<file path="src/logic/lfl_params.svh">
// constants for the led fault latch and shutdown block
`ifndef LFL_PARAMS_SVH
`define LFL_PARAMS_SVH
`define LFL_CLK_HZ          25000000
`define LFL_LOW_TIME_US     16000
`define LFL_LOW_CYCLES      ((`LFL_LOW_TIME_US * (`LFL_CLK_HZ / 1000000)) / 1000 * 1000)
`define LFL_EXT_FAULT_CYC   8
`define LFL_ADDR_CTRL       12'h000
`define LFL_ADDR_STATUS     12'h004
`define LFL_ADDR_IRQ_STAT   12'h008
`define LFL_ADDR_IRQ_MASK   12'h00C
`define LFL_ADDR_SHORTED    12'h010
`define LFL_CTRL_ALL_OFF    0
`define LFL_IRQ_W           4
`define LFL_IRQ_SHORT       0
`define LFL_IRQ_EXT         1
`define LFL_IRQ_SLEEP       2
`define LFL_IRQ_CLEAR       3
`endif

</file>
<file path="src/logic/lfl_pkg.sv">
// types of the led fault latch and shutdown block
`default_nettype none
package lfl_pkg;
  typedef enum logic [3:0]
  {
    LFL_SLEEP = 4'h1,
    LFL_IDLE  = 4'h2,
    LFL_SOFT  = 4'h4,
    LFL_RUN   = 4'h8
  } lfl_mode_t;
endpackage
`default_nettype wire

</file>
<file path="src/logic/lfl_low_if.sv">
// low-period timer request and expiry signals
`default_nettype none
interface lfl_low_if;
  logic level;
  logic expired;
  modport timer (input level, output expired);
  modport user  (output level, input expired);
endinterface
`default_nettype wire

</file>
<file path="src/logic/lfl_ext_watch.sv">
// watches the shared fault line for a low held by another party
`default_nettype none
module lfl_ext_watch #(
  parameter int CYCLES = 8
) (
  input  wire logic pclk,
  input  wire logic presetn,
  input  wire logic line_low,
  output logic      held_low
);
  typedef struct packed
  {
    logic [7:0] cnt;
    logic       held;
  } lfl_ext_t;
  lfl_ext_t s_r;
  lfl_ext_t s_nxt;
  always_comb
  begin
    s_nxt = s_r;
    if (!line_low)
    begin
      s_nxt.cnt = 8'h00;
      s_nxt.held = 1'b0;
    end
    // the count of low samples has passed CYCLES once this edge sees one more
    else if (s_r.cnt >= 8'(CYCLES))
      s_nxt.held = 1'b1;
    else
      s_nxt.cnt = s_r.cnt + 8'h01;
  end
  always_ff @(posedge pclk or negedge presetn)
  begin
    if (!presetn)
      s_r <= '0;
    else
      s_r <= s_nxt;
  end
  assign held_low = s_r.held;
endmodule
`default_nettype wire

</file>
<file path="src/logic/lfl_low_timer.sv">
// counts how long an input has been low, pulses once on expiry
`default_nettype none
`include "lfl_params.svh"
module lfl_low_timer #(
  parameter int CYCLES = 400000
) (
  input  wire logic pclk,
  input  wire logic presetn,
  lfl_low_if.timer  lo
);
  typedef struct packed
  {
    logic [31:0] cnt;
    logic        done;
    logic        pulse;
  } lfl_tmr_t;
  lfl_tmr_t s_r;
  lfl_tmr_t s_nxt;
  always_comb
  begin
    s_nxt = s_r;
    s_nxt.pulse = 1'b0;
    if (lo.level)
    begin
      s_nxt.cnt = 32'h0;
      s_nxt.done = 1'b0;
    end
    else if (!s_r.done)
    begin
      if (s_r.cnt >= 32'(CYCLES))
      begin
        s_nxt.done = 1'b1;
        s_nxt.pulse = 1'b1;
      end
      else
        s_nxt.cnt = s_r.cnt + 32'h1;
    end
  end
  always_ff @(posedge pclk or negedge presetn)
  begin
    if (!presetn)
      s_r <= '0;
    else
      s_r <= s_nxt;
  end
  assign lo.expired = s_r.pulse;
endmodule
`default_nettype wire

</file>
<file path="src/logic/lfl_top.sv">
// fault latch, sleep and shutdown control of a four channel led driver
`default_nettype none
`include "lfl_params.svh"
module lfl_top #(
  parameter int CHANNELS   = 4,
  parameter int LOW_CYCLES = 400000,
  parameter int SOFT_CYCLES = 256
) (
  input  wire logic                pclk,
  input  wire logic                presetn,
  input  wire logic [11:0]         paddr,
  input  wire logic                psel,
  input  wire logic                penable,
  input  wire logic                pwrite,
  input  wire logic [31:0]         pwdata,
  output logic      [31:0]         prdata,
  output logic                     pready,
  output logic                     pslverr,
  input  wire logic                enable_in,
  input  wire logic                dim_in,
  input  wire logic [CHANNELS-1:0] above_short_threshold,
  input  wire logic [CHANNELS-1:0] at_regulation,
  input  wire logic                fault_line_in,
  output logic                     fault_line_out,
  output logic                     fault_line_oe,
  output logic                     bias_on,
  output logic                     sync_clock_output_en,
  output logic                     boost_en,
  output logic [CHANNELS-1:0]      sink_en,
  output logic                     irq
);
  lfl_low_if en_lo ();
  lfl_low_if dim_lo ();
  logic ext_held;
  typedef struct packed
  {
    lfl_pkg::lfl_mode_t          mode;
    logic                        en_d;
    logic [CHANNELS-1:0]         shorted;
    logic                        all_off;
    logic                        ext_off;
    logic                        cfg_all_off;
    logic [15:0]                 soft_cnt;
    logic [`LFL_IRQ_W-1:0]       ist;
    logic [`LFL_IRQ_W-1:0]       imask;
    logic [31:0]                 rdata;
    logic                        ready;
    logic                        slverr;
    logic                        fault_oe;
    logic                        bias;
    logic                        boost;
    logic [CHANNELS-1:0]         sinks;
    logic                        irq;
  } lfl_state_t;
  lfl_state_t s_r;
  lfl_state_t s_nxt;
  ////////////////////////////////////////////////////////////////////////////
  assign en_lo.level  = enable_in;
  assign dim_lo.level = dim_in | ~enable_in;
  lfl_low_timer #(.CYCLES(LOW_CYCLES)) u_en_tmr
  (
    .pclk    (pclk),
    .presetn (presetn),
    .lo      (en_lo)
  );
  lfl_low_timer #(.CYCLES(LOW_CYCLES)) u_dim_tmr
  (
    .pclk    (pclk),
    .presetn (presetn),
    .lo      (dim_lo)
  );
  // line sensed low while we do not drive it means another party pulls it
  lfl_ext_watch #(.CYCLES(`LFL_EXT_FAULT_CYC)) u_ext
  (
    .pclk     (pclk),
    .presetn  (presetn),
    .line_low (~fault_line_in & ~s_r.fault_oe),
    .held_low (ext_held)
  );
  ////////////////////////////////////////////////////////////////////////////
  always_comb
  begin
    logic                  acc;
    logic                  clr_faults;
    logic                  det_on;
    logic [CHANNELS-1:0]   new_short;
    logic [`LFL_IRQ_W-1:0] ev;
    acc = psel & penable;
    clr_faults = 1'b0;
    det_on = 1'b0;
    new_short = '0;
    ev = '0;
    s_nxt = s_r;
    s_nxt.en_d = enable_in;
    s_nxt.ready = 1'b0;
    s_nxt.slverr = 1'b0;
    // mode sequencing
    case (s_r.mode)
      lfl_pkg::LFL_SLEEP:
      begin
        if (enable_in && !s_r.en_d)
        begin
          clr_faults = 1'b1;
          s_nxt.mode = lfl_pkg::LFL_IDLE;
        end
      end
      lfl_pkg::LFL_IDLE:
      begin
        if (dim_in)
        begin
          s_nxt.mode = lfl_pkg::LFL_SOFT;
          s_nxt.soft_cnt = 16'h0000;
        end
      end
      lfl_pkg::LFL_SOFT:
      begin
        if (s_r.soft_cnt >= 16'(SOFT_CYCLES))
          s_nxt.mode = lfl_pkg::LFL_RUN;
        else
          s_nxt.soft_cnt = s_r.soft_cnt + 16'h0001;
      end
      lfl_pkg::LFL_RUN:
      begin
      end
      default:
        s_nxt.mode = lfl_pkg::LFL_SLEEP;
    endcase
    if (en_lo.expired)
    begin
      s_nxt.mode = lfl_pkg::LFL_SLEEP;
      ev[`LFL_IRQ_SLEEP] = 1'b1;
    end
    else if (dim_lo.expired)
    begin
      clr_faults = 1'b1;
      s_nxt.mode = lfl_pkg::LFL_IDLE;
    end
    // short detection, gated by at least one pin in regulation
    det_on = |at_regulation && s_r.mode == lfl_pkg::LFL_RUN;
    if (det_on)
      new_short = above_short_threshold & ~s_r.shorted;
    s_nxt.shorted = s_r.shorted | new_short;
    if (|new_short)
      ev[`LFL_IRQ_SHORT] = 1'b1;
    if (|new_short && s_r.cfg_all_off)
      s_nxt.all_off = 1'b1;
    if (ext_held && s_r.cfg_all_off && !s_r.ext_off)
    begin
      s_nxt.ext_off = 1'b1;
      ev[`LFL_IRQ_EXT] = 1'b1;
    end
    // a fault raised in the clearing cycle itself is kept, so set wins
    if (clr_faults)
    begin
      s_nxt.shorted = new_short;
      s_nxt.ext_off = s_nxt.ext_off & ~s_r.ext_off;
      s_nxt.all_off = s_nxt.all_off & ~s_r.all_off;
      ev[`LFL_IRQ_CLEAR] = 1'b1;
    end
    // register access
    if (acc && !s_r.ready)
    begin
      s_nxt.ready = 1'b1;
      s_nxt.rdata = 32'h0000_0000;
      if (paddr == `LFL_ADDR_CTRL)
      begin
        s_nxt.rdata[0] = s_r.cfg_all_off;
        if (pwrite)
          s_nxt.cfg_all_off = pwdata[`LFL_CTRL_ALL_OFF];
      end
      else if (paddr == `LFL_ADDR_STATUS)
        s_nxt.rdata = {24'h00_0000, s_r.ext_off, s_r.all_off, s_r.fault_oe, 1'b0, s_r.mode};
      else if (paddr == `LFL_ADDR_IRQ_STAT)
      begin
        s_nxt.rdata[`LFL_IRQ_W-1:0] = s_r.ist;
        if (pwrite)
          s_nxt.ist = s_r.ist & ~pwdata[`LFL_IRQ_W-1:0];
      end
      else if (paddr == `LFL_ADDR_IRQ_MASK)
      begin
        s_nxt.rdata[`LFL_IRQ_W-1:0] = s_r.imask;
        if (pwrite)
          s_nxt.imask = pwdata[`LFL_IRQ_W-1:0];
      end
      else if (paddr == `LFL_ADDR_SHORTED)
        s_nxt.rdata[CHANNELS-1:0] = s_r.shorted;
      else
        s_nxt.slverr = 1'b1;
    end
    // set wins over a write-one clear in the same cycle
    s_nxt.ist = s_nxt.ist | ev;
    // outputs, all registered
    s_nxt.fault_oe = |s_nxt.shorted | s_nxt.all_off;
    // bias rides through an enable low shorter than the sleep time
    s_nxt.bias = s_nxt.mode != lfl_pkg::LFL_SLEEP;
    s_nxt.boost = dim_in && !s_nxt.all_off && !s_nxt.ext_off &&
                  (s_nxt.mode == lfl_pkg::LFL_SOFT || s_nxt.mode == lfl_pkg::LFL_RUN);
    s_nxt.sinks = (s_nxt.boost && s_nxt.mode == lfl_pkg::LFL_RUN) ?
                  ~s_nxt.shorted : '0;
    s_nxt.irq = |(s_nxt.ist & s_nxt.imask);
  end
  always_ff @(posedge pclk or negedge presetn)
  begin
    if (!presetn)
    begin
      s_r <= '0;
      s_r.mode <= lfl_pkg::LFL_SLEEP;
    end
    else
      s_r <= s_nxt;
  end
  ////////////////////////////////////////////////////////////////////////////
  assign prdata = s_r.rdata;
  assign pready = s_r.ready;
  assign pslverr = s_r.slverr;
  assign fault_line_out = 1'b0;
  assign fault_line_oe = s_r.fault_oe;
  assign bias_on = s_r.bias;
  assign sync_clock_output_en = s_r.bias;
  assign boost_en = s_r.boost;
  assign sink_en = s_r.sinks;
  assign irq = s_r.irq;
endmodule
`default_nettype wire

</file>
<file path="config.mk">
export PLATFORM = sky130hd
export DESIGN_NAME = lfl_top
export DESIGN_NICKNAME = d
export VERILOG_FILES = /design/src/logic/lfl_pkg.sv /design/src/logic/lfl_low_if.sv /design/src/logic/lfl_ext_watch.sv /design/src/logic/lfl_low_timer.sv /design/src/logic/lfl_top.sv
export VERILOG_INCLUDE_DIRS = /design/src /design/src/logic
export SDC_FILE = /design/constraint.sdc
export NUM_CORES = 1
export LEC_CHECK = 0
export ABC_AREA = 1
export BUFFER_PORTS_ARGS = -buffer_cell sky130_fd_sc_hd__buf_4
export CORE_ASPECT_RATIO = 0.8
export CORE_UTILIZATION = 30
export CTS_CLUSTER_SIZE = 8
export DETAILED_ROUTE_END_ITERATION = 10
export PLACE_DENSITY_LB_ADDON = 0.25
export SETUP_SLACK_MARGIN = 0.4
export SYNTH_ARGS = -nofsm -noshare
export SYNTH_HDL_FRONTEND = slang
export SYNTH_HIERARCHICAL = 1
export SYNTH_SLANG_ARGS = --single-unit
</file>
<file path="constraint.sdc">
create_clock -name pclk -period 1.51 [get_ports pclk]
set_clock_uncertainty 0.2 [all_clocks]
set_input_delay 0 -clock pclk [delete_from_list [all_inputs] [get_ports pclk]]
set_output_delay 0 -clock pclk [all_outputs]
set_load 0.01 [all_outputs]
</file>
==> flow_summary_export.csv <==
group,metric,value,unit
sta,tightest_slew,0.509,ns
sta,finalMaxSlewViolations,0,
setup_path,critPathMaxFanout,5,
global_route,grt_pass1_vias,6473,
detailed_routing,routed_wl,20100,um
layout,register_area,3260,sq um
sta,rsz0062_at_grt,"true",
yosys,ys_async_sr_fraction,100,%
layout,final_util,48.3,%
run_status,violations,"hold timing, setup timing",
run_status,outcome,"finished with violations",
layout,multi_input_area,4260,sq um
setup_path,path_cells,"inv_4 -> nand2_4 -> nor2_4 -> nand3b_1 -> nand2_2 -> nor2_4 -> inv_2 -> nand2_2 -> nand3_4 -> nor3_4",
clock_network,clock_sinks,130,
yosys,synth-seq-area-share,45.0,%
detailed_routing,wl_per_cell,13.2,um
run,max_cap_violations,0,
pwr,finalPower,0.0101,W
global_route,grt_overflow_total,0,
setup_path,end_kind,"flop",
clock_network,path_clk_slew,0.06,ns
detailed_routing,viasPerCell,4.42,
setup_path,critical_path.startpoint_type,"flop",
yosys,postSynthAreaPerCell,7.53,sq um
die,dieHeight,141,um
global_route,grt_antenna_before_repair,0,
sta,hold_viol,68,
sta,fin_crit_sh,119,%
yosys,yosys_warnings,6,
die,rows,50,
clock_network,clk_latency,0.42,ns
clock_network,htreeDepth,4,
clock_network,clock_path_buffers,2,
setup_path,cp_slowest_stage_delay,0.55,ns
layout,antenna_cells,0,
die,initial_utilization,30.7,%
die,ios,104,
clock_network,cts_root_buf,"clkbuf_16",
layout,syn_to_final_growth,57.3,%
pwr,ir_drop,919,uV
sta,fin_ws,-0.294,ns
sta,max_freq,554,MHz
yosys,synth_area_leaders,"dfrtp_1 45%, nand2_1 14%, nor2_1 7.6%, nand3_1 5.5%, inv_1 5.5%",
detailed_routing,vias,6742,
setup_path,cp_slowest_cell,"dfstp_2",
place,port_buffers,49,
yosys,synth_top_area_share,44.7,%
yosys,synth_edf_count,0,
sta,setup_viol,81,
layout,layout-drive-gt1-share,45.0,%
min_path,holdCritPathClass,"input port to flop",
place,dp_hpwl,12900,um
place,gp_congestion,0.836,
yosys,postSynthCellCount,960,
die,die_w,176,um
clock_network,cts_tree,"yes",
layout,nFillCells,2243,
sta,finalSetupTns,-12.92,ns
detailed_routing,drc,0,
layout,fin_nets,1267,
yosys,syn-cell-area,7230,sq um
place,dp_slack,-0.243,ns
pwr,power_density,886,nW/um^2
yosys,yosysMostFrequentCell,"nand2_1",
yosys,ys.flop_type,"dfrtp_1",
pwr,leakagePower,5.45,nW
clock_network,cts_buffers,17,
sta,fin_crit,1.80,ns
detailed_routing,ant_nets,0,
yosys,synthTopCellsByCount,"269 x nand2_1, 147 x nor2_1, 129 x dfrtp_1",
setup_path,crit_required,1.64,ns
global_route,grt_first_pass_wirelength,31900,um
detailed_routing,drt_first_pass_iters,5,
global_route,grt_max_degree,42,
die,core_area,23500,sq um
setup_path,cp.arrival,1.94,ns
setup_path,crit_type,"flop to flop",
detailed_routing,drtIter0Drc,492,
die,die_area,24700,sq um
yosys,ys_ff_latch,130,
global_route,gr-usage-all-layers,16.0,%
yosys,synth_area_leader_cell,"dfrtp_1",
sta,whs,-0.379,ns
sta,slew_headroom,66.1,%
yosys,yosysUniqueCellTypes,39,
[layer usage]
| layer | global-route usage, % | up-vias | part of all wire (%) |
|---|---|---|---|
| met5 | 0 | - | 0 |
| met4 | 3.66 | 0 | 0.89 |
| met3 | 3.43 | 15 | 3.8 |
| met2 | 25.2 | 120 | 46 |
| met1 | 22.4 | 3211 | 49 |
| li1 | - | 3396 | - |
[flip-flops by register name (all words and copies together), names as in the netlist]
signal and flops:
sink_en 4, irq 1, fault_line_oe 1, prdata 7, u_dim_tmr/lo.expired 1, u_ext/held_low 1, pslverr 1, bias_on 1
u_en_tmr/s_r 33, s_r 36, u_ext/s_r 8, u_en_tmr/lo.expired 1, u_dim_tmr/s_r 33, boost_en 1, pready 1
[cells by family after synthesis]
group                      synth area share [%]
other                                    0.0519
and+or+nand+nor                            33.3
xor gates and xnor gates                   3.51
adders and majority gates                  1.38
AOI/OAI and AO/OA                          4.36
DFF                                        45.0
buffers and inverters                      12.4
[critical path: cells and delay by family, from the launching register on]
kind / cells / cell delay, ns
buf+inv: 2 / 0.11
flops: 1 / 0.55
simple gates: 8 / 0.87
[final timing paths]
kind | from | depth (start not counted) | end | slack, ns
setup reg to reg | s_r[74] | 10 | sink_en[0] | -0.29
min in group asynchronous | presetn | 2 | prdata[1] | -0.17
hold reg to reg | u_dim_tmr/s_r[25] | 2 | u_dim_tmr/s_r[25] | 0.29
setup / recovery | s_r[74] | 10 | sink_en[0] | -0.29
max in group asynchronous | presetn | 3 | u_dim_tmr/s_r[3] | 0.72
hold / removal | enable_in | 1 | s_r[73] | -0.38
[cells in the final DEF (no fill, tap or decap), types with 12 or more instances in the layout]
master       n
buf_12      13
buf_4      177
buf_6       46
clkbuf_16   20
conb_1      26
dfrtp_1    125
inv_1       89
inv_2       21
nand2_1    196
nand2_2     58
nand2_4     22
nand3_1     34
nand3_2     43
nor2_1     101
nor2_2      35
nor2_4      27
o21ai_0     12
o21ai_1     14
xnor2_1     14
xor2_1      15
[where the power goes]
part           internal [W]  total, W  leakage, nW  switching (W)
sequential          0.00369   0.00385         1.77       0.000167
clock               0.00250   0.00419        0.284        0.00169
combinational      0.000955   0.00202         3.39        0.00107
total               0.00714    0.0101         5.45        0.00293
[stage by stage]
stage	instances	cell area, sq um
after floorplan	985	7660
after global placement	1419	9030
after detailed placement	1419	9030
after CTS	1503	10700
after global routing	1524	11400
final	1524	11400
[cell type report]
class | count | area share [%]
clock buffers | 18 | 3.86
clock inverters | 14 | 1.32
inverters | 114 | 3.87
multi-input cells | 682 | 37.5
flip-flops and latches | 130 | 28.7
well taps | 312 | 3.43
repair buffers | 254 | 21.4
[repair_timing]
item / CTS / global route
pin swaps: 50 / 82
hold endpoints to repair: 199 / 65
resized for setup: 156 / 130
setup buffers: 40 / 17
hold buffers: 7 / 1
gates cloned: 5 / 4
setup endpoints to repair: 126 / 127
No activity file was read; power rests on OpenSTA's default activity.
